`config.mk`:
```
export PLATFORM = sky130hd
export DESIGN_NAME = projector_power_mode_fsm
export DESIGN_NICKNAME = d
export VERILOG_FILES = /design/src/pwr_mode_pkg.sv /design/src/fault_merge.sv /design/src/projector_power_mode_fsm.sv
export VERILOG_INCLUDE_DIRS = /design/src
export SDC_FILE = /design/constraint.sdc
export NUM_CORES = 1
export LEC_CHECK = 0
export BUFFER_PORTS_ARGS = -buffer_cell sky130_fd_sc_hd__buf_2
export CAP_MARGIN = 20
export CORE_ASPECT_RATIO = 2
export CORE_UTILIZATION = 35
export DETAILED_ROUTE_END_ITERATION = 16
export GPL_TIMING_DRIVEN = 0
export PLACE_DENSITY_LB_ADDON = 0.08
export SYNTH_ARGS = -nofsm -noshare
export SYNTH_HDL_FRONTEND = slang
export SYNTH_SLANG_ARGS = --single-unit
```
`constraint.sdc`:
```
create_clock -name clk_i -period 1.8 [get_ports clk_i]
set_clock_uncertainty 0.1 [all_clocks]
set_input_delay 0.18 -clock clk_i [delete_from_list [all_inputs] [get_ports clk_i]]
set_output_delay 0.18 -clock clk_i [all_outputs]
set_load 0.005 [all_outputs]
```
`src/pwr_mode_cfg.svh`:
```
`ifndef PWR_MODE_CFG_SVH
`define PWR_MODE_CFG_SVH
`define CTRL_IDX       4'h1
`define STATUS_IDX     4'h2
`define CTRL_MIRROR_B  0
`define CTRL_ILLUM_B   1
`define CTRL_RESET     2'h0
`define FAULT_SRC_W    5
`endif

```
`src/pwr_mode_pkg.sv`:
```
package pwr_mode_pkg;
  typedef enum logic [4:0] {
    ST_OFF     = 5'h01,
    ST_IDLE    = 5'h02,
    ST_STANDBY = 5'h04,
    ST_MIRROR  = 5'h08,
    ST_FULL    = 5'h10
  } mode_e;
  typedef struct packed {
    logic power_good_fault;
    logic over_voltage_fault;
    logic thermal_shutdown;
    logic undervoltage_lockout;
    logic supply_undervoltage;
  } fault_s;
  typedef struct packed {
    logic mirror_reset_rail;
    logic mirror_bias_rail;
    logic mirror_offset_rail;
    logic led_supply_enable;
    logic core_regulator_enable;
    logic system_reset_n;
  } rails_s;
endpackage

```
`src/fault_merge.sv`:
```
`timescale 1ns/1ps
`default_nettype none
`include "pwr_mode_cfg.svh"
module fault_merge (
  input  wire logic                 clk_i,
  input  wire logic                 rst_i,
  input  wire pwr_mode_pkg::fault_s faults_i,
  output logic                      fault_o
);
  wire any_fault = |faults_i;
  always_ff @(posedge clk_i) begin
    if (rst_i) begin
      fault_o <= 1'b0;
    end else begin
      fault_o <= any_fault;
    end
  end
endmodule
`default_nettype wire

```
`src/projector_power_mode_fsm.sv`:
```
// Implementation choices: the address map and the Wishbone register port.
`timescale 1ns/1ps
`default_nettype none
`include "pwr_mode_cfg.svh"
module projector_power_mode_fsm (
  input  wire logic                 clk_i,
  input  wire logic                 rst_i,
  input  wire logic                 projector_power_request_i,
  input  wire pwr_mode_pkg::fault_s faults_i,
  input  wire logic                 wb_cyc_i,
  input  wire logic                 wb_stb_i,
  input  wire logic                 wb_we_i,
  input  wire logic [3:0]           wb_adr_i,
  input  wire logic [3:0]           wb_sel_i,
  input  wire logic [31:0]          wb_dat_i,
  output logic      [31:0]          wb_dat_o,
  output logic                      wb_ack_o,
  output pwr_mode_pkg::rails_s      rails_o,
  output logic      [4:0]           mode_o
);
  pwr_mode_pkg::mode_e state_r;
  pwr_mode_pkg::mode_e state_nxt;
  logic                req_d_r;
  logic                mirror_en_r;
  logic                illumination_enable_r;
  logic                fault;

  fault_merge u_fault (
    .clk_i    (clk_i),
    .rst_i    (rst_i),
    .faults_i (faults_i),
    .fault_o  (fault)
  );

  // Word index on a byte address bus: adr[3:2]
  wire       req       = projector_power_request_i;
  wire       req_rise  = req & ~req_d_r;
  wire [3:0] word_idx  = {2'h0, wb_adr_i[3:2]};
  wire       bus_on    = req && state_r != pwr_mode_pkg::ST_OFF;
  wire       access    = wb_cyc_i & wb_stb_i & ~wb_ack_o & bus_on;
  wire       hit_ctrl  = word_idx == `CTRL_IDX;
  wire       hit_stat  = word_idx == `STATUS_IDX;
  wire       wr_ctrl   = access & wb_we_i & hit_ctrl & wb_sel_i[0];
  wire [31:0] rd_data  = hit_ctrl ? {30'h0, illumination_enable_r, mirror_en_r} :
                         hit_stat ? {26'h0, fault, state_r} : 32'h0;

  always_comb begin
    state_nxt = state_r;
    if (!req) begin
      state_nxt = pwr_mode_pkg::ST_OFF;
    end else begin
      unique case (state_r)
        pwr_mode_pkg::ST_OFF: begin
          state_nxt = pwr_mode_pkg::ST_IDLE;
        end
        pwr_mode_pkg::ST_STANDBY: begin
          if (!fault) state_nxt = pwr_mode_pkg::ST_IDLE;
        end
        default: begin
          if (fault) state_nxt = pwr_mode_pkg::ST_STANDBY;
          else if (!mirror_en_r) state_nxt = pwr_mode_pkg::ST_IDLE;
          else if (illumination_enable_r) state_nxt = pwr_mode_pkg::ST_FULL;
          else state_nxt = pwr_mode_pkg::ST_MIRROR;
        end
      endcase
    end
  end

  always_ff @(posedge clk_i) begin
    if (rst_i) begin
      state_r <= pwr_mode_pkg::ST_OFF;
      req_d_r <= 1'b0;
    end else begin
      state_r <= state_nxt;
      req_d_r <= req;
    end
  end

  // Off clears both bits; fault or request rise clears mirror_en_r, but a control write still loads illumination_enable_r
  always_ff @(posedge clk_i) begin
    if (rst_i || !req) begin
      mirror_en_r <= `CTRL_RESET >> 0 != 0;
      illumination_enable_r  <= 1'b0;
    end else if (req_rise || fault) begin
      mirror_en_r <= 1'b0;
      if (wr_ctrl) illumination_enable_r <= wb_dat_i[`CTRL_ILLUM_B];
    end else if (wr_ctrl) begin
      mirror_en_r <= wb_dat_i[`CTRL_MIRROR_B];
      illumination_enable_r  <= wb_dat_i[`CTRL_ILLUM_B];
    end
  end

  always_ff @(posedge clk_i) begin
    if (rst_i) begin
      wb_ack_o <= 1'b0;
      wb_dat_o <= 32'h0;
    end else begin
      wb_ack_o <= access;
      wb_dat_o <= access ? rd_data : 32'h0;
    end
  end

  wire mirror_on = state_nxt == pwr_mode_pkg::ST_MIRROR || state_nxt == pwr_mode_pkg::ST_FULL;
  always_ff @(posedge clk_i) begin
    if (rst_i) begin
      rails_o <= '0;
      mode_o  <= 5'h01;
    end else begin
      rails_o.mirror_reset_rail     <= mirror_on;
      rails_o.mirror_bias_rail      <= mirror_on;
      rails_o.mirror_offset_rail    <= mirror_on;
      rails_o.led_supply_enable     <= state_nxt == pwr_mode_pkg::ST_FULL;
      rails_o.core_regulator_enable <= state_nxt != pwr_mode_pkg::ST_OFF;
      rails_o.system_reset_n        <= state_nxt != pwr_mode_pkg::ST_OFF &&
                                       state_nxt != pwr_mode_pkg::ST_STANDBY;
      mode_o                        <= state_nxt;
    end
  end
endmodule
`default_nettype wire

```
==> results of run 1 <==
## per-layer routing
layer,vias to the layer above,global-route usage
met1,321,0.107
met4,0,0.139
met3,6,0.0265
met5,-,0
li1,375,-
met2,45,0.245
## state kept, by name, indices dropped and copies added, names as in the netlist
register,cells
rails_o,4
mode_o,5
mirror_en_r,1
illumination_enable_r,1
wb_dat_o,6
u_fault.fault_o,1
req_d_r,1
wb_ack_o,1
## stage by stage
| step | cells | cell area, sq um |
|---|---|---|
| after floorplan | 116 | 1020 |
| after global placement | 177 | 1220 |
| after detailed placement | 177 | 1220 |
| after CTS | 181 | 1290 |
| after global routing | 181 | 1290 |
| final | 181 | 1290 |
## kinds of logic after synthesis
| group | Yosys count |
|---|---|
| buf+inv | 31 |
| xor+xnor | 1 |
| compound gates | 8 |
| other cells | 1 |
| flops | 20 |
| simple gates | 28 |
| mux | 2 |
## power by group through the flow
stage	clock (mW)	combinational (mW)	sequential [mW]
floorplan	0	0.0820	0.468
finish	0.436	0.118	0.459
detailed placement	0	0.115	0.469
global route	0.468	0.131	0.460
CTS	0.448	0.116	0.459
global placement	0	0.114	0.468
## cell usage after synthesis, types with 2 or more instances
cell type | number | share of area
buf_4 | 28 | 0.23
dfxtp_1 | 20 | 0.43
and3_1 | 5 | 0.034
nand2_1 | 5 | 0.020
nor2b_1 | 5 | 0.034
inv_1 | 3 | 0.012
a21oi_1 | 2 | 0.011
a22oi_1 | 2 | 0.016
and4_1 | 2 | 0.019
mux2i_1 | 2 | 0.022
nor3_1 | 2 | 0.011
## area by class of cell
| type | instances | area (sq um) | area share |
|---|---|---|---|
| Buffer | 28 | 210 | 0.163 |
| Clock inverter | 1 | 30.0 | 0.0233 |
| Tap cell | 28 | 35.0 | 0.0272 |
| Sequential cell | 20 | 400 | 0.311 |
| Multi-Input combinational cell | 65 | 395 | 0.307 |
| Timing Repair Buffer | 33 | 165 | 0.128 |
| Inverter | 3 | 11.3 | 0.00874 |
| Clock buffer | 3 | 41.3 | 0.0320 |
## worst max-delay path, cell delays in order (launching register included)
cell and delay, ns:
dfxtp_1 0.40, and2b_4 0.23, a211oi_2 0.35, mux2i_1 0.22
## worst max path at each step
stage	cells past startpoint	end
final	3	illumination_enable_r
after global routing	3	mode_o[3]
after CTS	3	mirror_en_r
after detailed placement	3	illumination_enable_r
after global placement	3	mirror_en_r
after floorplan	3	illumination_enable_r
## layout by cell type, fill, tap and decap left out, drive strengths merged
cell     n
a211oi   3
a21boi   1
a21oi    2
a22oi    2
and2b    1
and3     5
and4     2
buf     61
bufinv   1
clkbuf   3
conb    26
dfxtp   20
inv      3
mux2i    2
nand2    5
nand2b   1
nand4b   2
nor2     1
nor2b    5
nor3     3
nor4b    1
nor4bb   1
or3b     1
xor2     1
==> run metrics, run 1 <==
sequential share of the synthesized area=0.434; Worst Hold Class=input port to flip-flop; Synth Area in Compound Gates=0.0786; post-synth cell types=26; CP Max Fanout=4; first-pass iteration count of the detailed router=4; post-synthesis simple-gate area fraction=0.213; FF-to-FF path depth=3; met2 wire length=973 um; Critical Path Source Type=flip-flop; post-DP HPWL=1.48 mm; endpoints failing setup=0; Total GRT Usage=0.135; Via density=4.13; status=finished clean; synthesized cell area=923 sq um; Post-Synthesis Cells=91; Crit. End Element=flip-flop; Pins Over Slew Limit=0; io pins=95; drc violations=0; area growth from synthesis to layout=39.6%; Worst R2R Start=mode_o[2]; critical path class=flip-flop to flip-flop; Max Root-Sink Buffers=2; crit path from=mode_o[2]; CTS tree=done; Cell Rows=26; Hold Buf Count CTS=0; mux cell area share after synthesis=0.0217; met3 wire length=151 um; Chip Width=38.3 um; fillers=259; Sink Count=20; total gr overflow=0; Routed Wire Length=1.76 mm; share of layout cells above drive strength 1=0.464; asr flop ratio synth=0; Die Y=74.6 um; total design power=1.01 mW; Hold Slack=0.0759 ns; R2R setup slack=0.43 ns; Fin. Hold Viols=0; PortBufs=33; Internal=0.814 mW; R2R Path End=illumination_enable_r; DR top layer=met4; largest family of logic cells by synthesized area=buffers and inverters; Post-synth EDFFs=0; Clock power frac=0.430; clock transition at the registers of the reported paths=0.07 ns; core box area=2540 sq um; Tcrit/Tclk final=0.763; Final GP Congestion=0.698; CTS Root Buffer Type=clkbuf_8; power density cells=785 nW/um^2; Synth Area per Inst=10.1 sq um; post-synthesis xor/xnor area fraction=0.00949; Peak VDD IR=0.453 mV; setup repair bufs after CTS=0; Final ANT Viol Nets=0; Final Util=0.508; initial drt markers=9; Worst Hold Path EP=illumination_enable_r; # resized after CTS=0; number of global-route vias before repair=663; worst min-delay path startpoint=wb_dat_i[1]; CTS HTree Levels=1; setup repair after global routing missed its margin=no; CP arrival=1.46 ns; final setup margin=0.426 ns; Adder-Cell Fraction of Synth Area=0; met1 wire length=554 um; Die ar.=2860 sq um; Ys Warns=0; #FFs+latches synth=20; largest net degree at the start of global routing=13; initial antenna violation count=0; Initial Util=0.364; max_cap viols=0; setup TNS=0 ns; vias=747; worst skew pair latency=0.25 ns; leak pwr=0.708 nW; WHS Path Cells=3; Max Clock Freq=728 MHz; combinational power share=0.116; Synth Flop Type=dfxtp_1; Seq pwr share=0.453; first-pass GRT wire length=2.63 mm; ant diodes=0; Psw=0.198 mW; nets@finish=205; CP Data Required Time=1.88 ns; Place WS=0.454 ns; sw frac=0.196; DR WL/cell=9.70 um; min cycle time layout=1.37 ns; total CTS buffers=3
Note: power is estimated with default switching activity, not from simulation.
==> inputs of run 2 (changes only) <==
--- a/config.mk
+++ b/config.mk
@@ -9,7 +9,7 @@
 export BUFFER_PORTS_ARGS = -buffer_cell sky130_fd_sc_hd__buf_2
 export CAP_MARGIN = 20
 export CORE_ASPECT_RATIO = 2
-export CORE_UTILIZATION = 35
+export CORE_UTILIZATION = 31
 export DETAILED_ROUTE_END_ITERATION = 16
 export GPL_TIMING_DRIVEN = 0
 export PLACE_DENSITY_LB_ADDON = 0.08
==> constraint.sdc (replaced) <==
create_clock -name clk_i -period 1.15 [get_ports clk_i]
set_clock_uncertainty 0.1 [all_clocks]
set_input_delay 0.115 -clock clk_i [delete_from_list [all_inputs] [get_ports clk_i]]
set_output_delay 0.115 -clock clk_i [all_outputs]
set_load 0.005 [all_outputs]
==> run 2 against run 1 <==
The run now ends with negative setup slack left. Hold slack worse by 0.072 ns. Utilization fell by 0.37 points. Die area increased by 12%. Sequential share of layout area is 2.3 points lower. Count of clock-buffer cells in the layout is the same. Global-route usage grew 0.083 points. Highest routed layer unchanged.
==> run metrics, run 2 (synthesized netlist as in run 1, its figures left out) <==
design area=1410 sq um (+9.7%); CP Data Required Time=1.25 ns (-0.63 ns); Max Clock Freq=803 MHz (+10%); Top reg by flops=wb_dat_o; Regs by FF count=wb_dat_o x6, mode_o x5, rails_o x4; first-pass GRT wire length=2.95 mm (+12%); Routed Wire Length=1.97 mm (+12%); Final ANT Viol Nets=0 (unchanged); clock transition at the registers of the reported paths=0.08 ns (about the same); worst path cell trace=nor3_4, buf_12, a211oi_4, mux2i_1; Die ar.=3210 sq um (+12%); CP Max Fanout=4 (unchanged); io pins=95 (unchanged); PortBufs=33 (unchanged); Total GRT Usage=0.136 (+0.000832); total CTS buffers=3 (unchanged); Pins Over Slew Limit=0 (unchanged); power density cells=1160 nW/um^2 (+48%); Worst Hold Class=input port to flip-flop; CTS Root Buffer Type=clkbuf_8; CTS tree=done; Via density=4.13 (about the same); Max Root-Sink Buffers=2 (unchanged); CP Capture Point=illumination_enable_r; initial antenna violation count=0 (unchanged); vias=784 (+5.0%); Chip Width=40.6 um (+5.9%); CTS HTree Levels=1 (unchanged); WP buf/inv=1 (+1); Tcrit/Tclk final=1.08 (+0.319); initial drt markers=11 (+2); Worst R2R Start=mode_o[3]; share of layout cells above drive strength 1=0.547 (+0.0825); final setup margin=-0.0949 ns (-0.521 ns); core box area=2800 sq um (+11%); critical path class=flip-flop to flip-flop; most frequent cells in the layout=buf_4 (33), buf_2 (33), conb_1 (26); Initial Util=0.329 (-0.0346); R2R setup slack=-0.09 ns (-0.52 ns); post-DP HPWL=1.48 mm (+0.49%); max_cap viols=0 (unchanged); drc violations=0 (unchanged); failing checks=negative setup slack; ant diodes=0 (unchanged); worst min-delay path startpoint=faults_i[4]; Worst path max stage delay=0.36 ns (-0.04 ns); Slowest cell on crit path=dfxtp_2; FF-to-FF path depth=4 (+1); cell family with most CP delay=flip-flops; area of the multi-input gates=434 sq um (+9.8%); Critical Path Source Type=flip-flop; R2R Path End=illumination_enable_r; area growth from synthesis to layout=53.1%; Final GP Congestion=0.698 (about the same); cell count along the critical path=4 (+1); number of global-route vias before repair=720 (+8.6%); placed cell area=1230 sq um (+1.2%); Place WS=-0.127 ns (-0.581 ns); fillers=268 (+3.5%); setup repair after global routing missed its margin=yes; first-pass iteration count of the detailed router=2 (-2); total gr overflow=0 (unchanged); status=complete, but fails checks; largest net degree at the start of global routing=13 (unchanged); CP arrival=1.34 ns (-0.12 ns); Cell Rows=27 (+3.8%); crit path from=mode_o[3]; nets@finish=213 (+3.9%); worst skew pair latency=0.26 ns (about the same); FF+latch area=407 sq um (+1.6%); Crit. End Element=flip-flop; Die Y=79.2 um (+6.1%); min cycle time layout=1.24 ns (-0.129 ns); leak pwr=0.762 nW (+7.7%); max FFs per register=6 (unchanged); Sink Count=20 (unchanged); Peak VDD IR=0.557 mV (+23%); Fin. Hold Viols=0 (unchanged); DR WL/cell=10.4 um (+7.1%); endpoints failing setup=12 (+12)
[run 2: changes by cell type in the layout (fill, tap and decap cells not counted), sizes merged]
cell         change
buf              +7
dlygate4sd3      +1
[run 2: routing by layer]
| metal | GRT usage | wire [um] | vias to the layer above |
|---|---|---|---|
| met4 | 0.100 | 46 | 0 |
| met5 | 0 | 0 | - |
| met3 | 0.0223 | 182 | 4 |
| met2 | 0.248 | 1140 | 42 |
| met1 | 0.114 | 606 | 346 |
| li1 | - | - | 392 |
[run 2: worst register-to-register path, stage by stage, from the launching register on]
cell and delay [ns]:
dfxtp_2 0.36, nor3_4 0.05, buf_12 0.13, a211oi_4 0.32, mux2i_1 0.22
[run 2: worst min path at each step]
stage,to,slack (ns),cells past startpoint
after floorplan,u_fault.fault_o,0.08,1
after global routing,illumination_enable_r,0.01,3
after detailed placement,mirror_en_r,0.28,3
final,u_fault.fault_o,0.004,3
after global placement,u_fault.fault_o,0.26,3
after CTS,u_fault.fault_o,0.005,3
[run 2: final cells by class]
cell class,count,share of cell area
buffer,28,0.149
multi-input combinational,65,0.307
clock buffer,3,0.0292
tap,29,0.0257
clock inverter,1,0.0212
inverter,3,0.00796
timing repair buffer,41,0.173
sequential,20,0.288
[run 2: where the power goes]
group | internal, mW | total [mW] | switching [mW] | leakage [nW]
logic | 0.125 | 0.219 | 0.0942 | 0.562
registers | 0.707 | 0.719 | 0.0121 | 0.164
clock network | 0.465 | 0.707 | 0.242 | 0.0357
[run 2: repair_timing]
action	CTS	global route
endpoints found under the hold margin	1	0
hold buffers	1	0
pin swaps	5	4
endpoints found under the setup margin	14	14
setup buffers	8	0
gates cloned	0	0
resized for setup	6	3
[run 2: through the flow]
| step | utilization | TNS (ns) | power, mW | hold WS, ns | instances |
|---|---|---|---|---|---|
| after detailed placement | 0.440 | -1.00 | 0.916 | 0.277 | 178 |
| after CTS | 0.499 | -0.558 | 1.64 | 0.00480 | 190 |
| after global placement | 0.440 | -1.02 | 0.914 | 0.263 | 178 |
| after global routing | 0.504 | -1.37 | 1.69 | 0.0139 | 190 |
| after floorplan | - | -0.0364 | 0.863 | 0.0841 | 116 |
| final | 0.504 | -0.510 | 1.64 | 0.00368 | 190 |
==> inputs of run 3 (changes only) <==
==> constraint.sdc (replaced) <==
create_clock -name clk_i -period 1.15 [get_ports clk_i]
set_clock_uncertainty 0.1 [all_clocks]
set_input_delay 0.0575 -clock clk_i [delete_from_list [all_inputs] [get_ports clk_i]]
set_output_delay 0.0575 -clock clk_i [all_outputs]
set_load 0.005 [all_outputs]
==> run 3 against run 2 <==
The flow finishes with violations (negative hold slack, negative setup slack). Sequential cell count stayed put. Global-route usage is 0.58 points higher. Total power is 1.0% higher. Highest routed layer unchanged. Largest power group unchanged. Sequential share of layout area decreased by 1.4 points. Critical path type unchanged.
==> run metrics, run 3 (synthesized netlist as in run 1, its figures left out) <==
CTS tree=done; total gr overflow=0 (unchanged); most frequent cells in the layout=buf_4 (33), buf_2 (33), conb_1 (26); CP Max Fanout=4 (unchanged); nets@finish=220 (+3.3%); area growth from synthesis to layout=60.7%; Sink Count=20 (unchanged); min cycle time layout=1.23 ns (-0.0102 ns); setup repair after global routing missed its margin=yes; fillers=266 (-0.75%); number of global-route vias before repair=733 (+1.8%); status=complete, but fails checks; CTS HTree Levels=1 (unchanged); failing checks=negative hold slack, negative setup slack; Die ar.=3210 sq um (unchanged); Regs by FF count=wb_dat_o x6, mode_o x5, rails_o x4; Routed Wire Length=2.05 mm (+3.6%); Tcrit/Tclk final=1.07 (-0.00887); area of the multi-input gates=434 sq um (unchanged); DR WL/cell=10.4 um (about the same); Pins Over Slew Limit=0 (unchanged); clock transition at the registers of the reported paths=0.08 ns (about the same); final setup margin=-0.0847 ns (+0.0102 ns); largest net degree at the start of global routing=13 (unchanged); initial drt markers=8 (-3); CTS Root Buffer Type=clkbuf_8; max FFs per register=6 (unchanged); Worst Hold Class=input port to flip-flop; Total GRT Usage=0.142 (+0.00579); max_cap viols=0 (unchanged); ant diodes=0 (unchanged); CP arrival=1.33 ns (about the same); Initial Util=0.329 (unchanged); critical path class=flip-flop to flip-flop; share of layout cells above drive strength 1=0.524 (-0.0228); Peak VDD IR=0.557 mV (about the same); io pins=95 (unchanged); Hold Slack=-0.00311 ns (-0.00680 ns); Critical Path Source Type=flip-flop; drc violations=0 (unchanged); Top reg by flops=wb_dat_o; Crit. End Element=flip-flop; Chip Width=40.6 um (unchanged); Final ANT Viol Nets=0 (unchanged); endpoints failing setup=12 (unchanged); Via density=4.15 (+0.63%); power density cells=1120 nW/um^2 (-3.8%); Fin. Hold Viols=1 (+1); first-pass iteration count of the detailed router=2 (unchanged); leak pwr=0.792 nW (+3.8%); Cell Rows=27 (unchanged); PortBufs=33 (unchanged); core box area=2800 sq um (unchanged); Die Y=79.2 um (unchanged); CP Data Required Time=1.24 ns (about the same); setup TNS=-0.488 ns (+0.0218 ns); Max Clock Freq=810 MHz (+0.83%); worst skew pair latency=0.26 ns (about the same); total CTS buffers=3 (unchanged); first-pass GRT wire length=3.08 mm (+4.4%); Max Root-Sink Buffers=2 (unchanged); Place WS=-0.127 ns (unchanged); FF+latch area=407 sq um (unchanged); post-DP HPWL=1.48 mm (unchanged); Final GP Congestion=0.698 (unchanged); vias=818 (+4.3%); initial antenna violation count=0 (unchanged)
==> run 3: cell count changes in the layout (fill, tap and decap cells not counted), sizes merged <==
cell | before | now
dlygate4sd3 | 1 | 8
==> run 3: power by group <==
group | internal (mW) | switching (mW)
Sequential | 0.707 | 0.0120
Combinational | 0.140 | 0.0976
Clock | 0.465 | 0.240
Total | 1.31 | 0.349
==> run 3: worst paths after layout <==
check	from	endpoint	slack, ns	depth (start not counted)
worst max-delay path	mode_o[3]	mirror_en_r	-0.08	4
worst min-delay path	wb_adr_i[2]	wb_dat_o[2]	-0.003	3
worst max register to register	mode_o[3]	mirror_en_r	-0.08	4
worst min register to register	mirror_en_r	mirror_en_r	0.39	2
==> run 3: metal layers <==
| layer | share of wire | global-route usage |
|---|---|---|
| met4 | 0.028 | 0.100 |
| met1 | 0.31 | 0.125 |
| met2 | 0.57 | 0.256 |
| met3 | 0.089 | 0.0223 |
| met5 | 0 | 0 |
==> run 3: critical path, cell delays in order, from the launching register on <==
cell	delay, ns
dfxtp_2	0.36
nor3_4	0.05
buf_12	0.13
a211oi_4	0.31
mux2i_1	0.21
==> run 3: what timing repair did <==
item                                   in CTS  in global routing
hold buffers                                8                  0
resized for setup                           6                  3
setup buffers                               8                  0
endpoints found under the hold margin       4                  0
setup endpoints to repair                  14                 14
pin swaps                                   5                  4
==> run 3: final cells by class <==
type                    count  area share
clock buffers               3      0.0278
multi-input cells          65       0.293
repair buffers             48       0.212
plain buffers              28       0.142
clock inverters             1      0.0202
flip-flops and latches     20       0.274
well taps                  29      0.0245
inverters                   3     0.00759
==> run 3: metrics by stage <==
step | area [sq um] | util | hold WS, ns | power [mW] | std cells
3_3_place_gp | 1230 | 0.440 | 0.205 | 0.914 | 178
3_5_place_dp | 1230 | 0.440 | 0.220 | 0.916 | 178
6_report | 1480 | 0.529 | -0.00311 | 1.66 | 197
5_1_grt | 1480 | 0.529 | 0.00991 | 1.71 | 197
4_1_cts | 1470 | 0.524 | -0.00762 | 1.66 | 197
2_1_floorplan | 1030 | - | 0.0266 | 0.863 | 116
